<file path="config.mk">
export PLATFORM = sky130hd
export DESIGN_NAME = power_manager_command_decoder
export DESIGN_NICKNAME = d
export VERILOG_FILES = /design/src/pm_cmd_pkg.sv /design/src/offset_stepper.sv /design/src/power_manager_command_decoder.sv
export VERILOG_INCLUDE_DIRS = /design/src
export SDC_FILE = /design/constraint.sdc
export NUM_CORES = 1
export LEC_CHECK = 0
export BUFFER_PORTS_ARGS = -buffer_cell sky130_fd_sc_hd__buf_4
export CORE_ASPECT_RATIO = 1.2
export CORE_MARGIN = 8
export CORE_UTILIZATION = 60
export CTS_CLUSTER_DIAMETER = 80
export CTS_CLUSTER_SIZE = 14
export DETAILED_ROUTE_END_ITERATION = 10
export PLACE_DENSITY = 0.83
export SLEW_MARGIN = 30
export SYNTH_ARGS = -nofsm -noshare
export SYNTH_HDL_FRONTEND = slang
export SYNTH_SLANG_ARGS = --single-unit
</file>
<file path="constraint.sdc">
create_clock -name clk -period 7.4 [get_ports clk]
set_input_delay 1.48 -clock clk [delete_from_list [all_inputs] [get_ports clk]]
set_output_delay 1.48 -clock clk [all_outputs]
set_load 0.005 [all_outputs]
</file>
<file path="src/pm_cmd_regs.svh">
// Purpose: Constants for the power manager command decoder.
// Assumes: Included by bare name; defines only.
// Notes: Data stream bit n maps to byte bit 8-n.
`ifndef PM_CMD_REGS_SVH
`define PM_CMD_REGS_SVH

// Command codes on the address port; bit 2 set marks an offset command.
`define CMD_OVR 3'h0
`define CMD_FSW 3'h1
`define CMD_DRP 3'h2
`define CMD_FLG 3'h3
`define CMD_OFS_BIT 2
`define CMD_CORE_BIT 1
`define CMD_AUX_BIT 0

// Read addresses.
`define RD_OVR 3'h0
`define RD_FSW 3'h1
`define RD_DRP 3'h2
`define RD_FLG 3'h3
`define RD_CORE_OFS 3'h4
`define RD_AUX_OFS 3'h5
`define RD_STATUS 3'h6

// Field positions inside the data byte.
`define OFS_SIGN 5
`define OFS_HI 4
`define AUXF_HI 3
`define AUXF_LO 2
`define COREF_HI 1
`define COREF_LO 0
`define FSW_HI 2
`define TH_HI 4
`define TH_LO 3
`define FLG_CHOICE 2
`define FLG_HINT 1
`define FLG_SHED 0

// Reset values.
`define OVR_RST 2'h0
`define FSW_RST 3'h0
`define DRP_RST 2'h0
`define TH_RST 2'h0
`define CHOICE_RST 1'h0
`define HINT_RST 1'h1
`define SHED_RST 1'h0

// Voltages in millivolts.
`define OFS_STEP_MV 17'h00032
`define CORE_MAX_MV 17'h00AF0
`define AUX_MAX_OFS_MV 17'h00258
`define OVR_250_MV 10'h0FA
`define OVR_450_MV 10'h1C2
`define OVR_650_MV 10'h28A
`define OVR_850_MV 10'h352

// Frequency trim in percent, two's complement.
`define FSW_M10 6'h36
`define FSW_M20 6'h2C
`define FSW_P10 6'h0A
`define FSW_P20 6'h14

// Offset step pacing.
`define CLK_NS 10
`define STEP_NS 1000
`define STEP_CYCLES ((`STEP_NS + `CLK_NS - 1) / `CLK_NS)

`endif

</file>
<file path="src/pm_cmd_pkg.sv">
// Purpose: Types shared by the power manager command decoder.
// Assumes: Nothing beyond the language.
// Notes: Constants live in pm_cmd_regs.svh.
package pm_cmd_pkg;
    typedef enum logic {STEP_IDLE, STEP_MOVING} step_state_t;
endpackage

</file>
<file path="src/offset_stepper.sv">
// Purpose: Walks one section's offset code toward its target, one code per tick.
// Assumes: stepTick is a one-cycle enable from a divider.
// Notes: A new target may arrive at any time, also mid-walk.
`include "pm_cmd_regs.svh"
module offset_stepper (
    input wire logic clk,
    input wire logic rst_n,
    input wire logic stepTick,
    input wire logic loadTarget,
    input wire logic signed [5:0] newTarget,
    output logic signed [5:0] offsetNow,
    output logic busy
);
    pm_cmd_pkg::step_state_t state_r, state_nxt;
    logic signed [5:0] target_r, target_nxt;
    logic signed [5:0] ofs_r, ofs_nxt;

    // Direction follows the newest target so a retarget never overshoots.
    always_comb begin
        target_nxt = loadTarget ? newTarget : target_r;
        ofs_nxt = ofs_r;
        state_nxt = state_r;
        unique case (state_r)
            pm_cmd_pkg::STEP_IDLE: begin
                if (target_nxt != ofs_r) begin
                    state_nxt = pm_cmd_pkg::STEP_MOVING;
                end
            end
            pm_cmd_pkg::STEP_MOVING: begin
                if (stepTick && target_nxt > ofs_r) begin
                    ofs_nxt = ofs_r + 6'sh01;
                end else if (stepTick && target_nxt < ofs_r) begin
                    ofs_nxt = ofs_r - 6'sh01;
                end
                if (ofs_nxt == target_nxt) begin
                    state_nxt = pm_cmd_pkg::STEP_IDLE;
                end
            end
        endcase
    end

    // Registers only.
    always_ff @(posedge clk or negedge rst_n) begin
        if (!rst_n) begin
            state_r <= pm_cmd_pkg::STEP_IDLE;
            target_r <= 6'sh00;
            ofs_r <= 6'sh00;
        end else begin
            state_r <= state_nxt;
            target_r <= target_nxt;
            ofs_r <= ofs_nxt;
        end
    end

    assign offsetNow = ofs_r;
    assign busy = (state_r == pm_cmd_pkg::STEP_MOVING);
endmodule // offset_stepper

</file>
<file path="src/power_manager_command_decoder.sv">
// Purpose: Decodes power manager commands and holds the regulation settings.
// Assumes: A command is one write: address is the command code, data the stream.
// Notes: Bus framing, analog regulation and threshold comparison are outside.
//
// Behaviour
// - Offset from 0 to 1.550 V in 50 mV steps added to reference.
// - Offset is a 5-bit code, 0.05 V per count.
// - Core reference clamps at 2.8 V.
// - Auxiliary reference never exceeds programmed reference plus 600 mV.
// - Offset change steps toward the target one code at a time.
// - A new offset command mid-walk replaces the target.
// - Section bits: 11 both, 10 core, 01 auxiliary, 00 ignored.
// - Overvoltage codes 250/450/650/850 mV; auxiliary 11 gives 650 mV.
// - Overvoltage command sets both sections from two separate fields.
// - Trim 000/100 pin rate, 001 -10%, 010 -20%, 101 +10%, 110 +20%.
// - Trim codes 011 and 111 leave the setting alone.
// - Droop 00 quarter, 01 half, 10 ignored, 11 disabled.
// - Light-load choice 0 gives one phase, 1 gives two.
// - Phase shedding uses the same phase choice.
// - Hint enable 1 acts on the CPU hint, 0 ignores it.
// - Shedding enable resets to 0 and needs a written 1.
// - Flags bits [4:5] select shed threshold; bits [1:3] ignored.
// - Sign 1 positive, 0 negative; auxiliary ignores negative offsets.
// - Offset code in stream bits 4..8, bit 4 most significant.
// - Overvoltage bits 5:6 auxiliary, 7:8 core.
`include "pm_cmd_regs.svh"
module power_manager_command_decoder (
    input wire logic clk,
    input wire logic rst_n,
    input wire logic [2:0] addr,
    input wire logic [7:0] wdata,
    input wire logic wr,
    input wire logic rd,
    output logic [7:0] rdata,
    input wire logic [15:0] coreVidMv,
    input wire logic [15:0] auxVidMv,
    input wire logic cpuLightLoadHint,
    input wire logic shedBelowThreshold,
    output logic [15:0] coreRefMv,
    output logic [15:0] auxRefMv,
    output logic [9:0] coreOvMv,
    output logic [9:0] auxOvMv,
    output logic freqFromPin,
    output logic [5:0] freqTrimPct,
    output logic coreDroopOn,
    output logic coreDroopHalf,
    output logic auxDroopOn,
    output logic auxDroopHalf,
    output logic [1:0] shedThresholdSel,
    output logic shedEnable,
    output logic phaseReduce,
    output logic [1:0] reducedPhases,
    output logic coreStepping,
    output logic auxStepping
);
    logic [1:0] coreOv_r, coreOv_nxt, auxOv_r, auxOv_nxt;
    logic [2:0] fsw_r, fsw_nxt;
    logic [1:0] coreDrp_r, coreDrp_nxt, auxDrp_r, auxDrp_nxt;
    logic [1:0] th_r, th_nxt;
    logic choice_r, choice_nxt, hint_r, hint_nxt, shed_r, shed_nxt;
    logic [7:0] rdata_r, rdata_nxt;
    logic [15:0] coreRef_r, coreRef_nxt, auxRef_r, auxRef_nxt;
    logic [7:0] tickCnt_r, tickCnt_nxt;
    logic stepTick;
    logic coreLoad, auxLoad;
    logic signed [5:0] coreTarget, auxTarget, coreOfs, auxOfs;
    logic isOfs;

    // Overvoltage threshold in mV for a 2-bit code.
    function automatic logic [9:0] ovrMv(input logic [1:0] code, input logic isCore);
        unique case (code)
            2'h0: ovrMv = `OVR_250_MV;
            2'h1: ovrMv = `OVR_450_MV;
            2'h2: ovrMv = `OVR_650_MV;
            2'h3: ovrMv = isCore ? `OVR_850_MV : `OVR_650_MV;
        endcase
    endfunction

    // Reference with offset; core clamps absolutely, auxiliary relative to its base.
    function automatic logic [15:0] refCalc(input logic [15:0] programmed_voltage_code,
                                            input logic signed [5:0] ofs,
                                            input logic isCore);
        logic [16:0] mag;
        logic [16:0] sum;
        mag = 17'($unsigned(ofs[5] ? -ofs : ofs)) * `OFS_STEP_MV;
        if (ofs[5]) begin
            sum = ({1'b0, programmed_voltage_code} > mag) ? {1'b0, programmed_voltage_code} - mag : 17'h00000;
        end else if (!isCore && mag > `AUX_MAX_OFS_MV) begin
            sum = {1'b0, programmed_voltage_code} + `AUX_MAX_OFS_MV;
        end else begin
            sum = {1'b0, programmed_voltage_code} + mag;
        end
        if (isCore && sum > `CORE_MAX_MV) begin
            sum = `CORE_MAX_MV;
        end
        refCalc = sum[16] ? 16'hFFFF : sum[15:0];
    endfunction

    // Step pacing divider; an offset walk advances one code per tick.
    always_comb begin
        stepTick = (tickCnt_r == 8'(`STEP_CYCLES - 1));
        tickCnt_nxt = stepTick ? 8'h00 : tickCnt_r + 8'h01;
    end

    always_ff @(posedge clk or negedge rst_n) begin
        if (!rst_n) begin
            tickCnt_r <= 8'h00;
        end else begin
            tickCnt_r <= tickCnt_nxt;
        end
    end

    // Offset dispatch: section bits pick the targets, 00 drops the command.
    always_comb begin
        isOfs = wr && addr[`CMD_OFS_BIT];
        coreLoad = isOfs && addr[`CMD_CORE_BIT];
        auxLoad = isOfs && addr[`CMD_AUX_BIT] && wdata[`OFS_SIGN];
        coreTarget = wdata[`OFS_SIGN] ? $signed({1'b0, wdata[`OFS_HI:0]})
                                      : -$signed({1'b0, wdata[`OFS_HI:0]});
        auxTarget = $signed({1'b0, wdata[`OFS_HI:0]});
    end

    offset_stepper coreStep (
        .clk(clk),
        .rst_n(rst_n),
        .stepTick(stepTick),
        .loadTarget(coreLoad),
        .newTarget(coreTarget),
        .offsetNow(coreOfs),
        .busy(coreStepping)
    );

    offset_stepper auxStep (
        .clk(clk),
        .rst_n(rst_n),
        .stepTick(stepTick),
        .loadTarget(auxLoad),
        .newTarget(auxTarget),
        .offsetNow(auxOfs),
        .busy(auxStepping)
    );

    // Settings: only the command that names a field may change it.
    always_comb begin
        coreOv_nxt = coreOv_r;
        auxOv_nxt = auxOv_r;
        fsw_nxt = fsw_r;
        coreDrp_nxt = coreDrp_r;
        auxDrp_nxt = auxDrp_r;
        th_nxt = th_r;
        choice_nxt = choice_r;
        hint_nxt = hint_r;
        shed_nxt = shed_r;
        if (wr && !addr[`CMD_OFS_BIT]) begin
            unique case (addr)
                `CMD_OVR: begin
                    auxOv_nxt = wdata[`AUXF_HI:`AUXF_LO];
                    coreOv_nxt = wdata[`COREF_HI:`COREF_LO];
                end
                `CMD_FSW: begin
                    if (wdata[1:0] != 2'h3) begin
                        fsw_nxt = wdata[`FSW_HI:0];
                    end
                end
                `CMD_DRP: begin
                    if (wdata[`AUXF_HI:`AUXF_LO] != 2'h2) begin
                        auxDrp_nxt = wdata[`AUXF_HI:`AUXF_LO];
                    end
                    if (wdata[`COREF_HI:`COREF_LO] != 2'h2) begin
                        coreDrp_nxt = wdata[`COREF_HI:`COREF_LO];
                    end
                end
                `CMD_FLG: begin
                    th_nxt = wdata[`TH_HI:`TH_LO];
                    choice_nxt = wdata[`FLG_CHOICE];
                    hint_nxt = wdata[`FLG_HINT];
                    shed_nxt = wdata[`FLG_SHED];
                end
                default: begin
                end
            endcase
        end
        coreRef_nxt = refCalc(coreVidMv, coreOfs, 1'b1);
        auxRef_nxt = refCalc(auxVidMv, auxOfs, 1'b0);
    end

    // Readback of settings and walk status, valid the cycle after rd.
    always_comb begin
        rdata_nxt = 8'h00;
        if (rd) begin
            unique case (addr)
                `RD_OVR: rdata_nxt = {4'h0, auxOv_r, coreOv_r};
                `RD_FSW: rdata_nxt = {5'h00, fsw_r};
                `RD_DRP: rdata_nxt = {4'h0, auxDrp_r, coreDrp_r};
                `RD_FLG: rdata_nxt = {3'h0, th_r, choice_r, hint_r, shed_r};
                `RD_CORE_OFS: rdata_nxt = {{2{coreOfs[5]}}, coreOfs};
                `RD_AUX_OFS: rdata_nxt = {{2{auxOfs[5]}}, auxOfs};
                `RD_STATUS: rdata_nxt = {6'h00, auxStepping, coreStepping};
                default: rdata_nxt = 8'h00;
            endcase
        end
    end

    // Settings registers; reset values are the power-up defaults.
    always_ff @(posedge clk or negedge rst_n) begin
        if (!rst_n) begin
            coreOv_r <= `OVR_RST;
            auxOv_r <= `OVR_RST;
            fsw_r <= `FSW_RST;
            coreDrp_r <= `DRP_RST;
            auxDrp_r <= `DRP_RST;
            th_r <= `TH_RST;
            choice_r <= `CHOICE_RST;
            hint_r <= `HINT_RST;
            shed_r <= `SHED_RST;
            rdata_r <= 8'h00;
            coreRef_r <= 16'h0000;
            auxRef_r <= 16'h0000;
        end else begin
            coreOv_r <= coreOv_nxt;
            auxOv_r <= auxOv_nxt;
            fsw_r <= fsw_nxt;
            coreDrp_r <= coreDrp_nxt;
            auxDrp_r <= auxDrp_nxt;
            th_r <= th_nxt;
            choice_r <= choice_nxt;
            hint_r <= hint_nxt;
            shed_r <= shed_nxt;
            rdata_r <= rdata_nxt;
            coreRef_r <= coreRef_nxt;
            auxRef_r <= auxRef_nxt;
        end
    end

    // Decoded views of the stored codes.
    always_comb begin
        coreOvMv = ovrMv(coreOv_r, 1'b1);
        auxOvMv = ovrMv(auxOv_r, 1'b0);
        freqFromPin = (fsw_r[1:0] == 2'h0);
        unique case (fsw_r)
            3'h1: freqTrimPct = `FSW_M10;
            3'h2: freqTrimPct = `FSW_M20;
            3'h5: freqTrimPct = `FSW_P10;
            3'h6: freqTrimPct = `FSW_P20;
            default: freqTrimPct = 6'h00;
        endcase
        coreDroopOn = (coreDrp_r != 2'h3);
        coreDroopHalf = (coreDrp_r == 2'h1);
        auxDroopOn = (auxDrp_r != 2'h3);
        auxDroopHalf = (auxDrp_r == 2'h1);
        // The same phase choice serves the hint and automatic shedding.
        phaseReduce = (hint_r && cpuLightLoadHint) || (shed_r && shedBelowThreshold);
        reducedPhases = choice_r ? 2'h2 : 2'h1;
    end

    assign rdata = rdata_r;
    assign coreRefMv = coreRef_r;
    assign auxRefMv = auxRef_r;
    assign shedThresholdSel = th_r;
    assign shedEnable = shed_r;
endmodule // power_manager_command_decoder

</file>
* After elaboration in Yosys (flattened, before gate mapping) *
Cells that the tools add are included.

storage, ports and cells
  bits in registers = 90
  bits in latches = 0
  bits in writable memories = 0
  bits in read-only memories = 0
  input bits = 49
  output and inout port bits = 79
  logic and storage cells = 127
  memories = 0

operators by class
  add/subtract/negate cells = 13
  $mul = 2
  divide/modulo/power cells = 0
  magnitude comparators = 8
  eq/ne operators = 28
  shift operators = 0
  multiplexer cells = 32
  bitwise gates (word level) = 2
  reduce and logical (&&, ||, !) cells = 23

operators by type and width
  operator                  count
  $mux W17                  6
  $mux W6                   11
  $pmux W8 S7               1
  $pmux W10 S4              1
  $add A16 B12 Y17          2
  $sub A16 B12 Y17          2
  $gt A16 B12 Y1            2
  $mux W16                  2
  $pmux W10 S3              1
  $pmux W6 S4               1
  $mul A6 B5 Y11 const B    2
  $add A16 B10 Y17 const B  1
  $gt A17 B12 Y1 const B    1
  $mux W8                   2
  $eq A3 B3 Y1 const B      5
  $add A6 B2 Y6 const B     2
  $eq A6 B6 Y1              2
  $gt A12 B10 Y1 const B    1
  $gt A6 B6 Y1              2
  $lt A6 B6 Y1              2
  $ne A6 B6 Y1              2
  $neg A6 Y6                2
  $sub A6 B2 Y6 const B     2
  $logic_and A1 B1 Y1       11
  19 further kinds          42

* Logic depth before layout (Yosys ltp) *
Gate-level depths: netlist of run 1.

  depth after elaboration = 12
  gate-level depth with buffers = 28
  gate-level depth less buffers = 25

* Hierarchy *
A second synthesis of run 1 with hierarchy kept.

second synthesis, totals
  cell total of the unflattened synthesis = 1086
  area total of the unflattened synthesis = 9339.0 µm²

by module, submodules not included
  module                         times used  cells an instance  area an instance (µm²)  seq. area each (µm²)
  power_manager_command_decoder  1           846                7116.8                  1552.7
  offset_stepper (auxStep)       1           125                1143.6                  325.3
  offset_stepper (coreStep)      1           115                1078.5                  325.3

* Least setup slack after synthesis of run 1 *
OpenSTA, ideal clock, no wires.

  kind = register to register
  from = register coreStep.ofs_r[5] (netlist: coreStep.offsetNow[5])
  to = register coreRef_r[5] (netlist: coreRefMv[5])
  library setup time = 131 ps
  arrival time = 6052 ps
  data required time = 7269 ps
  path slack = 1217 ps
  cell stages (with the launch flop) = 28
  buffers on the path = 5
  period minus slack after synthesis = 6183 ps
  cell sequence = dfrtp_1 > clkbuf_1 > clkbuf_1 > clkbuf_1 > clkbuf_1 > nand2_1 > o21ai_0 > ha_1 > ha_1 > ha_1 > inv_1 > fa_1 > inv_1 > a21oi_1 > o21bai_1 > a21o_1 > a21o_1 > xor2_1 > ha_1 > nor2_2 > a2111oi_4 > nand3_1 > o211a_1 > o21ai_2 > o211ai_1 > or4_1 > buf_2 > or3_1

on the way
  longest elaborated chain between the ends = 9
  elaborated cells on any way between the ends = 11
  classes of those cells = 3 x add/sub; 1 x mul; 2 x order compare; 5 x mux

ends and longest elaborated chain
  what                                                line                                  text
  start, declared                                     offset_stepper.sv:16                  logic signed [5:0] ofs_r, ofs_nxt;
  start signal, assigned                              offset_stepper.sv:51                  ofs_r <= ofs_nxt;
  $neg A6 Y6                                          power_manager_command_decoder.sv:85   mag = 17'($unsigned(ofs[5] ? -ofs : ofs)) * `OFS_STEP_MV;
  $mux W6                                             power_manager_command_decoder.sv:85
  $mul A6 B5 Y11 (no source line)                     n/a
  $sub A16 B12 Y17 or $gt A16 B12 Y1 (tied branches)  power_manager_command_decoder.sv:87   sum = ({1'b0, programmed_voltage_code} > mag) ? {1'b0, programmed_voltage_code} - mag : 17'h00000;
  $mux W17                                            power_manager_command_decoder.sv:87
  $mux W17 *                                          power_manager_command_decoder.sv:86   if (ofs[5]) begin
  $gt A17 B12 Y1 (no source line)                     n/a
  $mux W17 *                                          power_manager_command_decoder.sv:93   if (isCore && sum > `CORE_MAX_MV) begin
  $mux W16 *                                          power_manager_command_decoder.sv:96   refCalc = sum[16] ? 16'hFFFF : sum[15:0];
  net coreRef_nxt[5]                                  power_manager_command_decoder.sv:62   logic [15:0] coreRef_r, coreRef_nxt, auxRef_r, auxRef_nxt;
  end signal, assigned                                power_manager_command_decoder.sv:230  coreRef_r <= coreRef_nxt;
  end, declared                                       power_manager_command_decoder.sv:62

The timed path passes the listed nets; every way through them passes the cells marked *.
A chain may end at the register's enable or synchronous reset.

* Worst setup path in the final report of run 1 *
  from = register coreStep.ofs_r[1] (netlist: coreStep.offsetNow[1])
  to = register coreRef_r[5] (netlist: coreRefMv[5])

on the way
  longest elaborated chain between the ends = 9
  elaborated cells on any way between the ends = 11
  classes of those cells = 3 x add/sub; 1 x mul; 2 x order compare; 5 x mux

ends and longest elaborated chain
  what                                                line
  $neg A6 Y6                                          power_manager_command_decoder.sv:85
  $mux W6 *                                           power_manager_command_decoder.sv:85
  $mul A6 B5 Y11 (no source line) *                   n/a
  $sub A16 B12 Y17 or $gt A16 B12 Y1 (tied branches)  power_manager_command_decoder.sv:87
  $mux W17                                            power_manager_command_decoder.sv:87
  $mux W17 *                                          power_manager_command_decoder.sv:86
  $gt A17 B12 Y1 (no source line)                     n/a
  $mux W17 *                                          power_manager_command_decoder.sv:93
  $mux W16 *                                          power_manager_command_decoder.sv:96
  net coreRef_nxt[5]                                  power_manager_command_decoder.sv:62

Marked as above.

==> metrics.yaml, run 1 <==
maxCapViolations: 0
min_to: "tickCnt_r[7]"
hold_ws_ps: 477
clk_pin_slew_worst_paths_ps: 70
setup_viol: 0
setup_slack_ps: 655
worstSetupPathType: "flip-flop to flip-flop"
p_leak_nw: 4.96
fmax_mhz: 148
port_buffers: 117
slew_violations: 0
synth-main-ff-cell: "dfrtp_1"
r2r_cells: 24
routed_via_density: 6.10
grt_pass1_vias: 8347
gp_congestion: 0.976
routed_wl_mm: 24.2
yosysSeqAreaShare_pct: 24.0
grt_max_degree: 67
synth_area_sq_um: 9190
syn-instance-count: 1091
core_sq_um: 15000
crit_chain: "inv_1 > ha_1 > nand2_1 > o21ai_0 > ha_1 > ha_1 > ha_1 > inv_1 > fa_1 > inv_1 > a21oi_1 > o21bai_1 > a21o_1 > a21o_1 > xor2_1 > ha_1 > nor2_2 > a2111oi_4 > nand3_1 > o21a_1 > nand2_2 > o21ai_0 > or4_1 > or3_1"
crit_path_end_kind: "flip-flop"
nets: 1346
hpwlAfterDp_mm: 18.7
synth_xor_area_share_pct: 8.40
grt_pass1_wl_mm: 39.4
timing.setup.tns_ps: 0
place_area_sq_um: 10100
wl_per_cell_um: 17.5
yosys.area_share.adder_pct: 17.2
hp-start: "tickCnt_r[7]"
grt-ovfl-total: 0
holdBufCountCts: 0
clock_latency_ps: 350
max-slew-margin-rel_pct: 44.5
synthArstFlopShare_pct: 100
synth-simple-area-share_pct: 19.1
drt_first_pass_iters: 5
synth_mux_area_share_pct: 4.82
dieHeight_um: 152
timing.rr.end: "coreRefMv[5]"
start_util_pct: 61.2
worst_clock_skew_ps: 13.3
cts.htree.levels: 3
cts_buffer_depth: 2
first_iter_violations: 624
yosys.area.top_type: "dfrtp_1"
rsz0062_at_grt: "no"
crit_slowest_cell: "or4_1"
rows: 49
power.density_nw_per_um2: 161
worstPathArrival_ps: 6970
worstPathRequired_ps: 7630
cts_setup_buffers: 0
synth-edff-count: 0
ctsResizeCount: 0
n_antenna_cell: 0
rr_startpoint: "coreStep.offsetNow[1]"
critPathLaunchType: "flip-flop"
min_period_ps: 6740
synth_area_per_cell_sq_um: 8.43
crit_family: "adder cells"
drive_gt1_share_pct: 15.7
area.growth.synth_to_final_pct: 13.5
globalRouteTotalUtil_pct: 24.6
cts_tree: "yes"
synth_cell_type_count: 84
drc: 0
cts_sinks: 88
vias: 8435
path_max_fanout: 14
yosys_register_bits: 88
dpl_worst_slack_ps: 745
die-area_sq_um: 19600
antenna_found_initial: 0
total_power_mw: 1.67
design_area_sq_um: 10400
worstHoldPathCells: 1
slowest_delay_ps: 640
synth_top_family_by_area: "simple AND/OR/NAND/NOR gates"
cts_made_buffers: 9
hold_viol: 0
crit_buf_inv: 3
dieWidth_um: 129
rrSetupSlack_ps: 660
min_period_over_period_pct: 91.1
yosysTopAreaCellShare_pct: 23.7
antenna_left: 0
status: "finished clean"
pin_count: 128
synth_compound_area_share_pct: 19.1
ir_drop_uv: 103
tightest_slew_ps: 833
cp_common_cell: "ha_1"
hp-class: "flip-flop to flip-flop"
yosysWarnings: 0
yosys-top-cells-area: "dfrtp_1 24%, ha_1 16%, xnor2_1 6.8%"
cts-root-buf: "clkbuf_16"
power breakdown:
| group | internal (mW) | switching (mW) |
|---|---|---|
| clock | 0.299 | 0.205 |
| combinational | 0.279 | 0.329 |
| sequential | 0.526 | 0.0359 |
registers in the layout, indices dropped and copies added, names as in the netlist:
name	count
coreStep.offsetNow	6
auxStep.target_r	6
tickCnt_r	8
choice_r	1
shedEnable	1
hint_r	1
fsw_r	3
auxOv_r	2
coreRefMv	16
auxStep.offsetNow	6
coreStep.target_r	6
auxStep.busy	1
auxDrp_r	2
coreStep.busy	1
shedThresholdSel	2
rdata	6
coreDrp_r	2
auxRefMv	16
coreOv_r	2
Yosys cell counts, types with 4 or more instances:
cell / n
buf_4: 15
or3_1: 8
xnor2_1: 71
nor2_1: 77
a21o_1: 16
fa_1: 6
dfrtp_1: 87
a21oi_1: 49
or2_2: 4
nor4_1: 10
buf_2: 6
o21bai_1: 10
o22ai_1: 4
o221ai_1: 6
a31oi_1: 11
a31o_2: 6
nor3_1: 33
nand4_1: 15
and3_1: 14
nand2b_1: 10
or4_1: 8
nand2_1: 73
and2_1: 6
mux2i_1: 24
o211ai_1: 16
a211oi_1: 8
nand3_1: 39
nor2b_1: 19
xor2_1: 12
nor3b_1: 6
o31ai_1: 8
o21a_1: 13
o21ai_0: 48
o21ai_1: 5
ha_1: 117
nor4b_1: 6
o211a_1: 5
clkbuf_1: 37
mux2_2: 14
inv_1: 94
cells by family (layout without fill, tap and decap cells):
family,count (synthesis),in the layout
XOR/XNOR,85,85
flip-flops,88,88
AND/OR/NAND/NOR,344,344
adder cells (fa/ha/maj),123,123
buffers and inverters,157,235
other,2,12
multiplexers,40,40
AO/OA/AOI/OAI,252,252
worst reg2reg max path: cells and delay by family, from the launching register on:
kind | cells | cell delay (ps)
xor gates and xnor gates | 1 | 240
AOI/OAI and AO/OA | 8 | 1710
and+or+nand+nor | 6 | 1660
adders and majority gates | 6 | 2250
DFF | 1 | 460
buffers and inverters | 3 | 310
cell usage in the layout (no fill, tap or decap), drive strengths merged, types with 5 or more instances in the layout:
master,Yosys,final
nor2,78,78
a21o,16,16
o211a,5,5
and3,14,14
xnor2,71,71
a21oi,51,51
o21bai,10,10
a31o,6,6
dfrtp,87,87
a31oi,11,11
o221ai,6,6
and2,6,6
nand2b,10,10
o211ai,19,19
conb,2,12
mux2i,24,24
buf,25,124
a211oi,8,8
mux2,14,14
nor4b,6,6
inv,94,95
o31ai,8,8
nor4,11,11
nor3b,6,6
or3,9,9
fa,6,6
nor3,33,33
nand4,15,15
nor2b,19,19
ha,117,117
nand2,74,74
o21a,13,13
nand3,39,39
or4,8,8
o21ai,55,55
clkbuf,37,10
xor2,12,12
area by class of cell:
cell class,instances,area [sq um]
clock buffer,10,229
clock inverter,6,93.8
fill,1241,4590
inverter,95,357
multi-input combinational,856,6360
sequential,88,2200
tap,204,255
timing repair buffer,124,931
worst max path at each step:
stage | start | to | cells past startpoint
after detailed placement | coreStep.offsetNow[1] | coreRefMv[5] | 24
final | coreStep.offsetNow[1] | coreRefMv[5] | 24
after global placement | coreStep.offsetNow[1] | coreRefMv[5] | 24
after global routing | coreStep.offsetNow[1] | coreRefMv[4] | 24
after CTS | coreStep.offsetNow[1] | coreRefMv[5] | 24
after floorplan | coreStep.offsetNow[5] | coreRefMv[5] | 27
stage by stage:
stage               instances  utilization, %
floorplan                1101               -
global placement         1367            67.3
detailed placement       1367            67.3
CTS                      1383            69.5
global route             1383            69.5
finish                   1383            69.5
metal layers:
metal	GRT usage (%)	up-vias	wire length, um
met5	0	-	0
met4	10.2	0	718
met3	3.61	64	1670
met2	44.5	349	12400
met1	28.5	4002	9430
li1	-	4020	-
Note: power is estimated with default switching activity, not from simulation.
==> run 2, diff against run 1 <==
- REMOVE_ABC_BUFFERS: default -> 1
==> metrics.yaml, run 2 (synthesis results as in run 1) <==
power.density_nw_per_um2: 158
n_antenna_cell: 0
cts_tree: "yes"
start_util_pct: 61.2
globalRouteTotalUtil_pct: 24.0
place_area_sq_um: 10100
clk_pin_slew_worst_paths_ps: 70
grt_pass1_wl_mm: 38.5
cts_made_buffers: 9
worst_clock_skew_ps: 13.8
antenna_found_initial: 0
slew_violations: 0
design_area_sq_um: 10400
routed_wl_mm: 23.6
tightest_slew_ps: 849
min_period_over_period_pct: 92.2
p_leak_nw: 4.96
cts-root-buf: "clkbuf_16"
final_common_cell: "buf_4"
ir_drop_uv: 95.2
wl_per_cell_um: 17.1
port_buffers: 117
cts.htree.levels: 3
clock_latency_ps: 350
critPathLaunchType: "flip-flop"
antenna_left: 0
cts_buffer_depth: 2
nets: 1347
slowest_delay_ps: 640
routed_via_density: 6.03
setup_slack_ps: 574
rows: 49
fin_cells: 1384
pin_count: 128
crit_slowest_cell: "or4_1"
min_period_ps: 6830
grt_pass1_vias: 8102
max-slew-margin-rel_pct: 42.8
cts_setup_buffers: 0
dieWidth_um: 129
mostFrequentLayoutCells: "125 x buf_4, 117 x ha_1, 94 x inv_1, 87 x dfrtp_1, 77 x nor2_1"
setup_viol: 0
worstPathArrival_ps: 7050
timing.setup.tns_ps: 0
grt-ovfl-total: 0
core_sq_um: 15000
hold_ws_ps: 483
final_util_pct: 69.4
dieHeight_um: 152
holdBufCountCts: 0
first_iter_violations: 681
cp_common_cell: "ha_1"
hp-class: "flip-flop to flip-flop"
total_power_mw: 1.65
drc: 0
path_max_fanout: 14
cts_sinks: 88
crit_path_end_kind: "flip-flop"
maxCapViolations: 0
gp_congestion: 0.946
worstSetupPathType: "flip-flop to flip-flop"
worstPathRequired_ps: 7620
placedCellCount: 1368
grt_max_degree: 60
status: "finished clean"
hold_viol: 0
die-area_sq_um: 19600
drive_gt1_share_pct: 15.8
fmax_mhz: 147
dpl_worst_slack_ps: 708
drt_first_pass_iters: 5
vias: 8340
rsz0062_at_grt: "no"
crit_chain: "inv_1 > ha_1 > nand2_1 > o21ai_0 > ha_1 > ha_1 > ha_1 > inv_1 > fa_1 > inv_1 > a21oi_1 > o21bai_1 > a21o_1 > a21o_1 > xor2_1 > ha_1 > nor2_2 > a2111oi_4 > nand3_1 > o21a_1 > nand2_2 > o21ai_0 > or4_1 > or3_1"
hpwlAfterDp_mm: 18.5
area.growth.synth_to_final_pct: 13.4
ctsResizeCount: 0
## run 2: cell count changes in the layout (fill, tap and decap cells not counted)
cell	delta
inv_6	+2
clkinv_2	-1
clkinvlp_4	+1
bufinv_16	-1
buf_4	+1
clkinv_4	-1
## run 2: final timing paths
path	to	depth (start not counted)	from	slack, ps
setup / recovery	coreRefMv[4]	24	coreStep.offsetNow[1]	570
hold / removal	tickCnt_r[0]	1	tickCnt_r[0]	480
setup reg to reg	coreRefMv[4]	24	coreStep.offsetNow[1]	570
hold reg to reg	tickCnt_r[0]	1	tickCnt_r[0]	480
max in group asynchronous	tickCnt_r[0]	2	rst_n	5240
min in group asynchronous	coreRefMv[11]	1	rst_n	1070
## run 2: where the power goes
part | leakage, nW | internal, mW | switching, mW
Combinational | 3.75 | 0.279 | 0.324
Clock | 0.146 | 0.268 | 0.213
Sequential | 1.06 | 0.526 | 0.0368
## run 2: cell type report
type / instances / area [sq um]
Clock buffer: 10 / 229
Clock inverter: 6 / 75.1
Fill cell: 1259 / 4600
Inverter: 95 / 357
Multi-Input combinational cell: 856 / 6360
Sequential cell: 88 / 2200
Tap cell: 204 / 255
Timing Repair Buffer: 125 / 938
## run 2: metal layers
layer | up-vias | wire length (um) | global-route usage, %
met2 | 280 | 12100 | 43.0
met3 | 56 | 1350 | 3.08
met1 | 3974 | 9500 | 28.8
met5 | - | 0 | 0
met4 | 0 | 625 | 8.71
li1 | 4030 | - | -
## run 2: worst max-delay path, delay by kind of cell (launching register included)
family          cells  cell delay (ps)
fa+ha+maj           6             2280
flops               1              470
compound gates      8             1730
simple gates        6             1690
xor+xnor            1              220
buf+inv             3              330
